## src/common/gso_pkg.sv

```systemverilog
// ============================================================
// Shared constants and types for the guard sensor output logic
package gso_pkg;

  // ============================================================
  // Clock and time base
  localparam int unsigned CLK_MHZ       = 100;
  localparam int unsigned CYC_PER_US    = CLK_MHZ;
  localparam int unsigned CYC_PER_MS    = CLK_MHZ * 1000;

  // Low pulses on the safety inputs up to this long are ignored
  localparam int unsigned FILTER_US     = 900;
  localparam int unsigned FILTER_CYC    = FILTER_US * CYC_PER_US;
  // Accepted high time of a start pulse
  localparam int unsigned START_MIN_MS  = 30;
  localparam int unsigned START_MAX_MS  = 5000;
  localparam int unsigned START_MIN_CYC = START_MIN_MS * CYC_PER_MS;
  localparam int unsigned START_MAX_CYC = START_MAX_MS * CYC_PER_MS;
  // Off-going self test pulse on the safety outputs and its spacing
  localparam int unsigned TEST_PULSE_US = 300;
  localparam int unsigned TEST_PULSE_CYC = TEST_PULSE_US * CYC_PER_US;
  localparam int unsigned TEST_GAP_MS   = 100;
  localparam int unsigned TEST_GAP_CYC  = TEST_GAP_MS * CYC_PER_MS;
  // Flash time base: one tick, ten ticks per flash cycle
  localparam int unsigned TICK_MS       = 100;
  localparam int unsigned TICK_CYC      = TICK_MS * CYC_PER_MS;
  localparam logic [3:0]  PHASE_LAST    = 4'h9;
  localparam logic [3:0]  SLOW_ON_END   = 4'h5;
  localparam logic [3:0]  FAST_ON_A     = 4'h0;
  localparam logic [3:0]  FAST_ON_B     = 4'h5;

  // Actuator code width
  localparam int unsigned ID_W          = 16;
  // Number of safety input and output channels
  localparam int unsigned CH_N          = 2;

  // ============================================================
  // Modes and states
  typedef enum logic [1:0]
  {
    CODE_TYPE       = 2'h0,
    CODE_INDIVIDUAL = 2'h1,
    CODE_UNIQUE     = 2'h2
  } gso_code_t;

  typedef enum logic
  {
    FB_AUTO      = 1'b0,
    FB_MONITORED = 1'b1
  } gso_fb_t;

  typedef enum logic [2:0]
  {
    ST_IDLE       = 3'h0,
    ST_WAIT_IN    = 3'h1,
    ST_WAIT_START = 3'h3,
    ST_RUN        = 3'h2,
    ST_TEACH      = 3'h6,
    ST_FAULT      = 3'h4
  } gso_state_t;

  // ============================================================
  // Carriers
  typedef struct packed
  {
    logic            present;
    logic            typeOk;
    logic            boundary;
    logic [ID_W-1:0] id;
  } gso_act_t;

  typedef struct packed
  {
    logic green;
    logic red;
    logic yellow;
    logic diag;
  } gso_ind_t;

endpackage

```

## src/logic/gso_output_logic.sv

```systemverilog
// Function
// - Outputs on only when all conditions hold
// - Outputs off on loss, low input, fault
// - Coded variant accepts any correct-type actuator
// - Individual variant: foreign actuator means fault
// - Individual variant re-teaches without limit
// - Unique variant accepts factory pair only
// - Input lows up to 900 us ignored
// - Feedback input automatic or start monitored
// - Monitored: start pulse after detection, inputs
// - Start pulse high 30 ms to 5 s
// - Diagnostic output on in green states, follows yellow in teach-in and boundary
// - Running: green steady, outputs high
// - Inputs low: slow green, outputs off
// - Awaiting start: rapid green, outputs off
// - Boundary: slow yellow, outputs hold
// - Teach-in: rapid yellow until power off
// - Fault: slow red, all outputs low
// - Slow flash on and off equal
// - Rapid flash on to off 1:4
// - Own test pulses up to 300 us
`timescale 1ns/1ps
`default_nettype none
module gso_output_logic
#(
  parameter int unsigned          FILTER_CYC     = gso_pkg::FILTER_CYC,
  parameter int unsigned          START_MIN_CYC  = gso_pkg::START_MIN_CYC,
  parameter int unsigned          START_MAX_CYC  = gso_pkg::START_MAX_CYC,
  parameter int unsigned          TEST_PULSE_CYC = gso_pkg::TEST_PULSE_CYC,
  parameter int unsigned          TEST_GAP_CYC   = gso_pkg::TEST_GAP_CYC,
  parameter int unsigned          TICK_CYC       = gso_pkg::TICK_CYC,
  // Factory pairing code; value is arbitrary
  parameter logic [gso_pkg::ID_W-1:0] PAIRED_ID  = 16'h5a3c
)
(
  // Clock and reset
  input  wire logic                        clk,
  input  wire logic                        arst_n,
  // Fixed configuration
  input  wire gso_pkg::gso_code_t          variantSel,
  input  wire gso_pkg::gso_fb_t            feedbackMode,
  // Actuator detection
  input  wire gso_pkg::gso_act_t           act,
  // Safety and feedback inputs
  input  wire logic [gso_pkg::CH_N-1:0]    safetyIn,
  input  wire logic                        contactorFeedbackIn,
  input  wire logic                        faultIn,
  // Teach request and code store
  input  wire logic                        teachReq,
  input  wire logic                        storedValid,
  input  wire logic [gso_pkg::ID_W-1:0]    storedId,
  output var  logic                        learnWrite,
  output var  logic [gso_pkg::ID_W-1:0]    learnId,
  // Safety outputs and indicators
  output var  logic [gso_pkg::CH_N-1:0]    safetyOutputPair,
  output var  gso_pkg::gso_ind_t           ind
);

  // ============================================================
  // Input filtering
  logic [gso_pkg::CH_N-1:0] inFilt;

  for (genvar ch = 0; ch < gso_pkg::CH_N; ch++)
  begin : g_filt
    gso_low_filter
    #(
      .LIMIT (FILTER_CYC)
    )
    u_filt
    (
      .clk     (clk),
      .arst_n  (arst_n),
      .rawIn   (safetyIn[ch]),
      .filtOut (inFilt[ch])
    );
  end

  logic inputsHigh;
  assign inputsHigh = &inFilt;

  // ============================================================
  // Actuator code check
  logic match;
  logic wrongAct;
  logic teachable;

  // Judge the actuator in range against the coding variant
  always_comb
  begin
    match    = 1'b0;
    wrongAct = 1'b0;
    unique case (variantSel)
      gso_pkg::CODE_TYPE:
        match = act.present & act.typeOk;
      gso_pkg::CODE_INDIVIDUAL:
      begin
        match    = act.present & act.typeOk & storedValid & (act.id == storedId);
        wrongAct = act.present & storedValid & ~match;
      end
      gso_pkg::CODE_UNIQUE:
      begin
        match    = act.present & act.typeOk & (act.id == PAIRED_ID);
        wrongAct = act.present & ~match;
      end
      default:
        match = 1'b0;
    endcase
  end

  // Learning is only for the individual variant
  assign teachable = (variantSel == gso_pkg::CODE_INDIVIDUAL) & act.present & act.typeOk;

  // ============================================================
  // Start pulse measurement
  gso_pkg::gso_state_t state_q;
  gso_pkg::gso_state_t state_d;
  logic                fbPrev_q;
  logic                armed_q;
  logic [31:0]         hiCnt_q;
  logic                startOk_q;
  logic                fbOk;
  logic                measure;

  // Only pulses that begin once the guard is set up count
  assign measure = (state_q == gso_pkg::ST_WAIT_START) | (state_q == gso_pkg::ST_RUN);

  // time the high phase of each pulse
  always_ff @(posedge clk or negedge arst_n)
  begin
    if (!arst_n)
    begin
      fbPrev_q  <= 1'b0;
      armed_q   <= 1'b0;
      hiCnt_q   <= 32'h0;
      startOk_q <= 1'b0;
    end
    else
    begin
      fbPrev_q <= contactorFeedbackIn;
      if (!measure)
      begin
        armed_q   <= 1'b0;
        hiCnt_q   <= 32'h0;
        startOk_q <= 1'b0;
      end
      else if (contactorFeedbackIn && !fbPrev_q && state_q == gso_pkg::ST_WAIT_START)
      begin
        armed_q <= 1'b1;
        hiCnt_q <= 32'h1;
      end
      else if (contactorFeedbackIn && armed_q)
      begin
        // Saturate just past the limit so long holds stay rejected
        if (hiCnt_q <= 32'(START_MAX_CYC))
          hiCnt_q <= hiCnt_q + 32'h1;
      end
      else if (!contactorFeedbackIn && fbPrev_q && armed_q)
      begin
        armed_q <= 1'b0;
        if (hiCnt_q >= 32'(START_MIN_CYC) && hiCnt_q <= 32'(START_MAX_CYC))
          startOk_q <= 1'b1;
      end
    end
  end

  assign fbOk = (feedbackMode == gso_pkg::FB_AUTO) ? contactorFeedbackIn : startOk_q;

  // ============================================================
  // Operating state
  logic hold;

  // Boundary position freezes the state so outputs keep their value
  assign hold = act.present & act.boundary;

  // Next state; fault and teach-in are checked first
  always_comb
  begin
    state_d = state_q;
    unique case (state_q)
      gso_pkg::ST_IDLE, gso_pkg::ST_WAIT_IN, gso_pkg::ST_WAIT_START, gso_pkg::ST_RUN:
      begin
        if (faultIn || wrongAct)
          state_d = gso_pkg::ST_FAULT;
        else if (teachReq && teachable)
          state_d = gso_pkg::ST_TEACH;
        else if (hold)
          state_d = state_q;
        else if (!match)
          state_d = gso_pkg::ST_IDLE;
        else if (!inputsHigh)
          state_d = gso_pkg::ST_WAIT_IN;
        else if (fbOk)
          state_d = gso_pkg::ST_RUN;
        else
          state_d = gso_pkg::ST_WAIT_START;
      end
      gso_pkg::ST_TEACH:
        state_d = gso_pkg::ST_TEACH;
      // Leave fault once the cause is gone and the guard is open
      gso_pkg::ST_FAULT:
        if (!faultIn && !act.present)
          state_d = gso_pkg::ST_IDLE;
      default:
        state_d = gso_pkg::ST_FAULT;
    endcase
  end

  // State register
  always_ff @(posedge clk or negedge arst_n)
  begin
    if (!arst_n)
      state_q <= gso_pkg::ST_IDLE;
    else
      state_q <= state_d;
  end

  // ============================================================
  // Code store write
  logic                     learnWrite_q;
  logic                     firstDone_q;
  logic [gso_pkg::ID_W-1:0] learnId_q;

  // One write per teach-in; a blank store takes the first actuator
  always_ff @(posedge clk or negedge arst_n)
  begin
    if (!arst_n)
    begin
      learnWrite_q <= 1'b0;
      firstDone_q  <= 1'b0;
      learnId_q    <= '0;
    end
    else
    begin
      learnWrite_q <= 1'b0;
      if (state_q != gso_pkg::ST_TEACH && state_d == gso_pkg::ST_TEACH)
      begin
        learnWrite_q <= 1'b1;
        learnId_q    <= act.id;
      end
      else if (teachable && !storedValid && !firstDone_q)
      begin
        learnWrite_q <= 1'b1;
        learnId_q    <= act.id;
        firstDone_q  <= 1'b1;
      end
    end
  end

  assign learnWrite = learnWrite_q;
  assign learnId    = learnId_q;

  // ============================================================
  // Self test pulses
  logic [31:0]              testCnt_q;
  logic                     testSel_q;
  logic [gso_pkg::CH_N-1:0] testMask;
  logic [gso_pkg::CH_N-1:0] out_q;

  // brief off pulse, channels in turn
  always_ff @(posedge clk or negedge arst_n)
  begin
    if (!arst_n)
    begin
      testCnt_q <= 32'h0;
      testSel_q <= 1'b0;
    end
    else if (testCnt_q >= 32'(TEST_GAP_CYC + TEST_PULSE_CYC - 1))
    begin
      testCnt_q <= 32'h0;
      testSel_q <= ~testSel_q;
    end
    else
    begin
      testCnt_q <= testCnt_q + 32'h1;
    end
  end

  // Pulse lives in the last part of each gap period
  assign testMask = (testCnt_q >= 32'(TEST_GAP_CYC)) ?
                    (testSel_q ? 2'h2 : 2'h1) : 2'h0;

  always_ff @(posedge clk or negedge arst_n)
  begin
    if (!arst_n)
      out_q <= '0;
    else if (state_d == gso_pkg::ST_RUN)
      out_q <= ~testMask;
    else
      out_q <= '0;
  end

  assign safetyOutputPair = out_q;

  // ============================================================
  // Flash time base
  logic [31:0] tickCnt_q;
  logic [3:0]  phase_q;
  logic        slowOn;
  logic        fastOn;

  // Tick enable and flash phase
  always_ff @(posedge clk or negedge arst_n)
  begin
    if (!arst_n)
    begin
      tickCnt_q <= 32'h0;
      phase_q   <= 4'h0;
    end
    else if (tickCnt_q >= 32'(TICK_CYC - 1))
    begin
      tickCnt_q <= 32'h0;
      phase_q   <= (phase_q == gso_pkg::PHASE_LAST) ? 4'h0 : phase_q + 4'h1;
    end
    else
    begin
      tickCnt_q <= tickCnt_q + 32'h1;
    end
  end

  assign slowOn = phase_q < gso_pkg::SLOW_ON_END;
  assign fastOn = (phase_q == gso_pkg::FAST_ON_A) | (phase_q == gso_pkg::FAST_ON_B);

  // ============================================================
  // Indicators and diagnostic output
  gso_pkg::gso_ind_t ind_d;
  gso_pkg::gso_ind_t ind_q;

  // Pattern per operating state
  always_comb
  begin
    ind_d = '0;
    unique case (state_q)
      gso_pkg::ST_IDLE:
        ind_d.yellow = 1'b1;
      gso_pkg::ST_RUN:
      begin
        ind_d.green = 1'b1;
        ind_d.diag  = 1'b1;
      end
      gso_pkg::ST_WAIT_IN:
      begin
        ind_d.green = slowOn;
        ind_d.diag  = 1'b1;
      end
      gso_pkg::ST_WAIT_START:
      begin
        ind_d.green = fastOn;
        ind_d.diag  = 1'b1;
      end
      gso_pkg::ST_TEACH:
      begin
        ind_d.yellow = fastOn;
        ind_d.diag   = fastOn;
      end
      gso_pkg::ST_FAULT:
        ind_d.red = slowOn;
      default:
        ind_d.red = slowOn;
    endcase
    if (hold && state_q != gso_pkg::ST_FAULT && state_q != gso_pkg::ST_TEACH)
    begin
      ind_d        = '0;
      ind_d.yellow = slowOn;
      ind_d.diag   = slowOn;
    end
  end

  // Registered so indicator pins never glitch
  always_ff @(posedge clk or negedge arst_n)
  begin
    if (!arst_n)
      ind_q <= '0;
    else
      ind_q <= ind_d;
  end

  assign ind = ind_q;

endmodule
`default_nettype wire

```

## src/logic/gso_low_filter.sv

```systemverilog
`timescale 1ns/1ps
`default_nettype none
// ============================================================
// Low pulse filter: output drops only after a long low
module gso_low_filter
#(
  parameter int unsigned LIMIT = gso_pkg::FILTER_CYC
)
(
  // Clock and reset
  input  wire logic clk,
  input  wire logic arst_n,
  // Raw and filtered level
  input  wire logic rawIn,
  output var  logic filtOut
);

  logic [31:0] lowCnt_q;
  logic        out_q;

  // Count low cycles; a rise restores the output at once
  always_ff @(posedge clk or negedge arst_n)
  begin
    if (!arst_n)
    begin
      lowCnt_q <= 32'h0;
      out_q    <= 1'b0;
    end
    else if (rawIn)
    begin
      lowCnt_q <= 32'h0;
      out_q    <= 1'b1;
    end
    else if (lowCnt_q >= 32'(LIMIT))
    begin
      out_q <= 1'b0;
    end
    else
    begin
      lowCnt_q <= lowCnt_q + 32'h1;
    end
  end

  assign filtOut = out_q;

endmodule
`default_nettype wire

```

## config.mk

```make
export PLATFORM = sky130hd
export DESIGN_NAME = gso_output_logic
export DESIGN_NICKNAME = d
export VERILOG_FILES = /design/src/common/gso_pkg.sv /design/src/logic/gso_output_logic.sv /design/src/logic/gso_low_filter.sv
export SDC_FILE = /design/constraint.sdc
export NUM_CORES = 1
export LEC_CHECK = 0
export ABC_AREA = 1
export ABC_CLOCK_PERIOD_IN_PS = 5150
export BUFFER_PORTS_ARGS = -buffer_cell sky130_fd_sc_hd__buf_2
export CORE_ASPECT_RATIO = 0.9
export CORE_MARGIN = 4
export CORE_UTILIZATION = 65
export CTS_CLUSTER_SIZE = 10
export DETAILED_ROUTE_END_ITERATION = 7
export MAX_ROUTING_LAYER = met4
export PLACE_DENSITY = 0.85
export SLEW_MARGIN = 15
export SYNTH_ARGS = -nofsm -noshare
export SYNTH_HDL_FRONTEND = slang
export SYNTH_SLANG_ARGS = --single-unit
```

## constraint.sdc

```tcl
create_clock -name clk -period 5.15 [get_ports clk]
set_clock_uncertainty 0.1 [all_clocks]
set_input_delay 1.03 -clock clk [delete_from_list [all_inputs] [get_ports clk]]
set_output_delay 1.03 -clock clk [all_outputs]
set_load 0.02 [all_outputs]
```

==> results_dict.tcl, run 1 <==
set metrics [dict create \
    status "finished, final reports clean" \
    p_leak_nw 5.24 \
    fin_tns_setup_ns 0 \
    finalHoldViolCount 0 \
    nets 1457 \
    rows 43 \
    synthMuxAreaShare_pct 0 \
    holdBufCountCts 0 \
    area_delta_synth_final_pct 10.1 \
    swShare_pct 27.9 \
    post_cts_buffers 0 \
    cts_inserted_buffers 17 \
    final_util_pct 73.8 \
    drcViolationCount 0 \
    place_area_sq_um 11000 \
    antenna_left 0 \
    cts_max_level 4 \
    clk_pin_slew_ns 0.07 \
    core_area_sq_um 15600 \
    slowest_delay_ns 0.54 \
    layout-drive-gt1-share_pct 11.2 \
    arrival_ns 3.35 \
    synth_seq_cells 197 \
    synthArstFlopShare_pct 100 \
    startpoint_type "input pin" \
    ys.flop_type "dfrtp_1" \
    crit_fanout 32 \
    p_comb_share_pct 13.0 \
    routed_via_density 5.56 \
    die_area_sq_um 18200 \
    antenna_found_initial 0 \
    place_congestion 0.962 \
    timing.final.crit_share_pct 60.2 \
    rsz0062_at_grt "false" \
    max-cap-violations 0 \
    synth.yosys.seq_area_share_pct 47.1 \
    drtIter0Drc 701 \
    synth_edf_count 0 \
    grtUsageTotal_pct 27.5 \
    clock-sinks 197 \
    synth_top_family_by_area "simple AND/OR/NAND/NOR gates" \
    p_sw_w 0.000948 \
    synth_warnings 0 \
    diodes 0 \
    critical_path.cell_chain "buf_2 -> inv_1 -> nor3_2 -> buf_4 -> inv_1 -> nand2_1 -> inv_1 -> nand2_4 -> inv_2 -> nand2_1 -> o21ai_2" \
    port_buffers 68 \
    clockBufferDepth 2 \
    clock.fmax_mhz 323 \
    wire_per_inst_um 14.4 \
    insertion_delay_ns 0.43 \
    setup_viol_count_final 0 \
    fin_cells 1610 \
    grt_max_degree 130 \
    fin_area_sq_um 11500 \
    path_class "input pin to flip-flop" \
    relSlewSlack_pct 33.2 \
    worst_pin_slew_ns 1.00 \
    crit_slowest_cell "inv_2" \
    pwr_density_cell_nw_per_um2 295 \
    yosys.area_share.adder_pct 1.55 \
    mostFrequentLayoutCells "nand2_1 (276), dfrtp_1 (197), inv_1 (187), nor2_1 (172), nand3_1 (73)" \
    detail_route.first_pass.iterations 5 \
    initial_core_util_pct 67.1 \
    vias 8955 \
    overflow 0 \
    synth_xor_area_share_pct 3.52 \
    place_inst 1581 \
    grt_pass1_wl_mm 39.9 \
    synth-simple-area-share_pct 31.1 \
    power_frac_clock_pct 36.7 \
    ios 69 \
    endpoint_kind "flip-flop" \
    grt_pass1_vias 8652 \
    cp.required_ns 5.40 \
    cts.repair.resized 0 \
    die_w_um 142 \
    cts_root_buf "clkbuf_16" \
    cp_top_family "buffers and inverters" \
    power_frac_seq_pct 50.4 \
    synth-compound-area-share_pct 8.19 \
    synth_area_sq_um 10500 \
    syn_inst 1321 \
    wirelength_mm 23.1 \
    layout_min_cycle_time_ns 3.10 \
    syn_area_per_cell_sq_um 7.92 \
    final_max_slew_viol_count 0 \
    dpl.hpwl_mm 16.1 \
    path_common_cell "inv_1" \
    whs_ns 0.376 \
    synthDistinctLibCells 53 \
    layout_commonest_cell "nand2_1" \
    intPower_w 0.00245 \
    vdd_ir_drop_max_mv 0.281 \
    min_path_type "flip-flop to flip-flop" \
    die_h_um 128 \
    cts_tree "yes" \
    crit_buf_inv 6 \
]
power groups by stage:
stage               Sequential, W  Clock [W]  Combinational, W
global placement          0.00173          0          0.000418
global route              0.00172    0.00134          0.000493
finish                    0.00171    0.00125          0.000441
detailed placement        0.00174          0          0.000435
CTS                       0.00171    0.00127          0.000446
floorplan                 0.00181          0          0.000181
final cells by class:
type,count,area (sq um)
Sequential cell,197,4930
Multi-Input combinational cell,918,4710
Fill cell,1177,4080
Inverter,193,724
Clock buffer,19,433
Timing Repair Buffer,71,372
Tap cell,202,253
Clock inverter,10,104
cell families (layout without fill, tap and decap cells):
| kind of cell | after synthesis | after routing |
|---|---|---|
| DFF | 197 | 197 |
| other | 1 | 16 |
| buffers and inverters | 221 | 293 |
| adders and majority gates | 13 | 13 |
| xor gates and xnor gates | 42 | 42 |
| and+or+nand+nor | 707 | 707 |
| AOI/OAI and AO/OA | 140 | 140 |
synthesized netlist by cell type (2+ instances only):
library cell / n / area (sq um)
a31oi_1: 5 / 31.3
nor2_2: 10 / 62.6
o31ai_1: 14 / 105
nand3_4: 2 / 35.0
o21ai_2: 13 / 114
o21bai_1: 2 / 15.0
nor2_1: 172 / 646
dfrtp_1: 197 / 4930
nand3_1: 73 / 365
a21oi_1: 37 / 185
buf_4: 3 / 22.5
nand4_1: 54 / 338
nor3b_1: 4 / 30.0
nor3_1: 62 / 310
clkbuf_1: 14 / 52.6
nand2_2: 6 / 37.5
nand2_1: 276 / 1040
a211oi_1: 3 / 22.5
a41oi_1: 4 / 35.0
o21ai_0: 51 / 255
clkinv_1: 2 / 7.51
nor3b_2: 3 / 37.5
inv_1: 187 / 702
nor4_1: 23 / 144
nand2_4: 2 / 22.5
ha_1: 13 / 163
buf_6: 3 / 33.8
or2_2: 6 / 37.5
xor2_1: 26 / 228
nor3_2: 7 / 70.1
buf_2: 6 / 30.0
o21a_1: 2 / 15.0
inv_2: 4 / 15.0
xnor2_1: 16 / 140
final timing paths:
kind / from / slack (ns) / end / cells past startpoint
max: contactorFeedbackIn / 2.05 / hiCnt_q[0]$_DFFE_PN0P_ / 11
min: g_filt[0].u_filt.lowCnt_q[18]$_DFFE_PN0P_ / 0.38 / g_filt[0].u_filt.lowCnt_q[18]$_DFFE_PN0P_ / 2
max reg2reg: state_q[0]$_DFF_PN0_ / 2.13 / hiCnt_q[0]$_DFFE_PN0P_ / 11
min reg2reg: g_filt[0].u_filt.lowCnt_q[18]$_DFFE_PN0P_ / 0.38 / g_filt[0].u_filt.lowCnt_q[18]$_DFFE_PN0P_ / 2
max in group asynchronous: arst_n / 3.20 / armed_q$_DFFE_PN0P_ / 2
min in group asynchronous: arst_n / 0.66 / testCnt_q[21]$_DFF_PN0_ / 1
tightest hold or removal path: cells and delay by family, from the launching register on:
kind                   cells  cell delay, ns
flip-flops                 1            0.32
buffers and inverters      1            0.05
AND/OR/NAND/NOR            1            0.07
stage by stage:
stage	total power, W	worst slack, ns
2_1_floorplan	0.00199	2.65
3_3_place_gp	0.00215	1.83
3_5_place_dp	0.00217	1.64
4_1_cts	0.00342	2.07
5_1_grt	0.00355	1.86
6_report	0.00340	2.05
sequential cells by signal, indices dropped and copies added, names as in the netlist, 3 cells and up:
name	flops
g_filt.u_filt.lowCnt_q	64
hiCnt_q	32
testCnt_q	32
tickCnt_q	32
learnId	16
ind	4
phase_q	4
state_q	3
routing by layer:
metal	vias to the layer above	global-route usage, %	share of wire (%)
li1	4425	-	-
met1	4224	37.0	45
met2	267	43.3	47
met3	39	4.76	6.0
met4	0	8.69	1.8
met5	-	-	0
No activity file was read; power rests on OpenSTA's default activity.
==> inputs of run 2 (changes only) <==
--- a/config.mk
+++ b/config.mk
@@ -6,15 +6,15 @@
 export NUM_CORES = 1
 export LEC_CHECK = 0
 export ABC_AREA = 1
-export ABC_CLOCK_PERIOD_IN_PS = 5150
+export ABC_CLOCK_PERIOD_IN_PS = 2940
 export BUFFER_PORTS_ARGS = -buffer_cell sky130_fd_sc_hd__buf_2
 export CORE_ASPECT_RATIO = 0.9
 export CORE_MARGIN = 4
-export CORE_UTILIZATION = 65
+export CORE_UTILIZATION = 61
 export CTS_CLUSTER_SIZE = 10
 export DETAILED_ROUTE_END_ITERATION = 7
 export MAX_ROUTING_LAYER = met4
-export PLACE_DENSITY = 0.85
+export PLACE_DENSITY = 0.8
 export SLEW_MARGIN = 15
 export SYNTH_ARGS = -nofsm -noshare
 export SYNTH_HDL_FRONTEND = slang
==> constraint.sdc (replaced) <==
create_clock -name clk -period 2.94 [get_ports clk]
set_clock_uncertainty 0.1 [all_clocks]
set_input_delay 0.588 -clock clk [delete_from_list [all_inputs] [get_ports clk]]
set_output_delay 0.588 -clock clk [all_outputs]
set_load 0.02 [all_outputs]
==> run 2 against run 1 <==
Against the previous run:
- global-route usage shrank 2.8 points
- utilization down 4.4 points
- largest cell class unchanged
- sequential share of layout area fell by 0.61 points
- critical endpoint is now hiCnt_q[4]$_DFFE_PN0P_
- largest power group unchanged
==> results_dict.tcl, run 2 (synthesis results as in run 1) <==
set metrics [dict create \
    die_h_um 132 \
    overflow 0 \
    endpoint_kind "flip-flop" \
    cts_tree "yes" \
    mostFrequentLayoutCells "nand2_1 (276), dfrtp_1 (197), inv_1 (187), nor2_1 (172), nand3_1 (73)" \
    cp.required_ns 3.20 \
    place_area_sq_um 11100 \
    timing.rr.end "hiCnt_q[4]$_DFFE_PN0P_" \
    crit_path_start "hiCnt_q[9]$_DFFE_PN0P_" \
    antenna_left 0 \
    max-cap-violations 0 \
    path_class "flip-flop to flip-flop" \
    grt_max_degree 65 \
    layout_min_cycle_time_ns 2.58 \
    status "finished, final reports clean" \
    routed_via_density 5.47 \
    final_max_slew_viol_count 0 \
    die_area_sq_um 19300 \
    clk_pin_slew_ns 0.07 \
    rows 45 \
    initial_core_util_pct 62.2 \
    wirelength_mm 22.3 \
    clock.fmax_mhz 388 \
    cts_inserted_buffers 17 \
    drcViolationCount 0 \
    crit_fanout 32 \
    insertion_delay_ns 0.43 \
    die_w_um 146 \
    largest-register "g_filt.u_filt.lowCnt_q" \
    port_buffers 68 \
    r2r_start "hiCnt_q[9]$_DFFE_PN0P_" \
    rr_worst_depth 13 \
    area_delta_synth_final_pct 11.7 \
    vdd_ir_drop_max_mv 0.430 \
    fin_tns_setup_ns 0 \
    vias 8933 \
    cts.repair.resized 0 \
    min_path_type "input pin to async pin" \
    critical_path.cell_chain "nand2_1 -> nor3b_1 -> o21ai_0 -> nand2_1 -> nand3_1 -> nand3_1 -> nand2_1 -> nand2_2 -> nand3_4 -> nand2_4 -> inv_2 -> nand2_1 -> o21ai_2" \
    final_util_pct 69.4 \
    worst_pin_slew_ns 0.678 \
    cp-endpoint "hiCnt_q[4]$_DFFE_PN0P_" \
    p_leak_nw 5.33 \
    timing.final.crit_share_pct 87.7 \
    grt_pass1_wl_mm 39.0 \
    clockBufferDepth 2 \
    grtUsageTotal_pct 24.7 \
    arrival_ns 2.83 \
    grt_pass1_vias 8500 \
    core_area_sq_um 16800 \
    largest_reg_flops 64 \
    post_cts_buffers 0 \
    cts_root_buf "clkbuf_16" \
    wire_per_inst_um 13.6 \
    pwr_density_cell_nw_per_um2 516 \
    drtIter0Drc 677 \
    cts_max_level 4 \
    dpl.hpwl_mm 15.9 \
    detail_route.first_pass.iterations 5 \
    path_common_cell "nand2_1" \
    setup_viol_count_final 0 \
    ios 69 \
    relSlewSlack_pct 54.7 \
    fin_area_sq_um 11700 \
    crit_slowest_cell "inv_2" \
    layout_commonest_cell "nand2_1" \
    antenna_found_initial 0 \
    rrSetupSlack_ns 0.36 \
    rsz0062_at_grt "false" \
    startpoint_type "flip-flop" \
    finalHoldViolCount 0 \
    slowest_delay_ns 0.55 \
    clock-sinks 197 \
    nets 1468 \
    holdBufCountCts 0 \
    layout-drive-gt1-share_pct 12.0 \
    place_congestion 0.951 \
]
[run 2: changes by cell type in the layout (fill, tap and decap cells not counted), sizes merged]
cell / delta
clkinv: +1
buf: +11
clkbuf: +4
inv: -1
diode: +1
clkinvlp: -1
[run 2: final cells by class]
| cell class | instances | area, sq um |
|---|---|---|
| clock inverters | 9 | 95.1 |
| multi-input cells | 918 | 4710 |
| well taps | 211 | 264 |
| inverters | 193 | 724 |
| repair buffers | 82 | 479 |
| diodes | 1 | 2.50 |
| clock buffers | 23 | 488 |
| fillers | 1347 | 5140 |
| flip-flops and latches | 197 | 4930 |
[run 2: worst max-delay path, delay by kind of cell, from the launching register on]
kind	cells	cell delay (ns)
AOI/OAI and AO/OA	2	0.30
buffers and inverters	1	0.55
DFF	1	0.42
and+or+nand+nor	10	1.12
[run 2: power by group]
part	internal (W)	switching (W)
logic	0.000260	0.000517
clock network	0.00127	0.00101
registers	0.00288	0.000102
[run 2: through the flow]
stage | setup WS (ns) | total power [W] | hold slack [ns] | instances
after global placement | 0.451 | 0.00378 | 0.340 | 1601
after global routing | 0.104 | 0.00632 | 0.0721 | 1633
after floorplan | 0.880 | 0.00349 | 0.192 | 1336
final | 0.361 | 0.00604 | 0.0505 | 1634
after detailed placement | 0.411 | 0.00381 | 0.349 | 1601
after CTS | 0.383 | 0.00609 | 0.0527 | 1633
[run 2: metal layers]
layer / routed length (um) / vias to the layer above / global-route usage, % / share of wire, %
li1: - / 4465 / - / -
met1: 10300 / 4160 / 33.6 / 46
met2: 10300 / 280 / 38.4 / 46
met3: 1370 / 28 / 4.98 / 6.2
met4: 337 / 0 / 6.48 / 1.5
met5: 0 / - / - / 0
[run 2: worst min-delay path by stage]
stage          slack, ns                       to  depth (start not counted)                     from
3_3_place_gp        0.34  firstDone_q$_DFFE_PN0P_                          1  firstDone_q$_DFFE_PN0P_
4_1_cts             0.05  testCnt_q[19]$_DFF_PN0_                          1                   arst_n
5_1_grt             0.07  testCnt_q[17]$_DFF_PN0_                          1                   arst_n
3_5_place_dp        0.35  firstDone_q$_DFFE_PN0P_                          1  firstDone_q$_DFFE_PN0P_
6_report            0.05  testCnt_q[17]$_DFF_PN0_                          1                   arst_n
2_1_floorplan       0.19      armed_q$_DFFE_PN0P_                          0                   arst_n
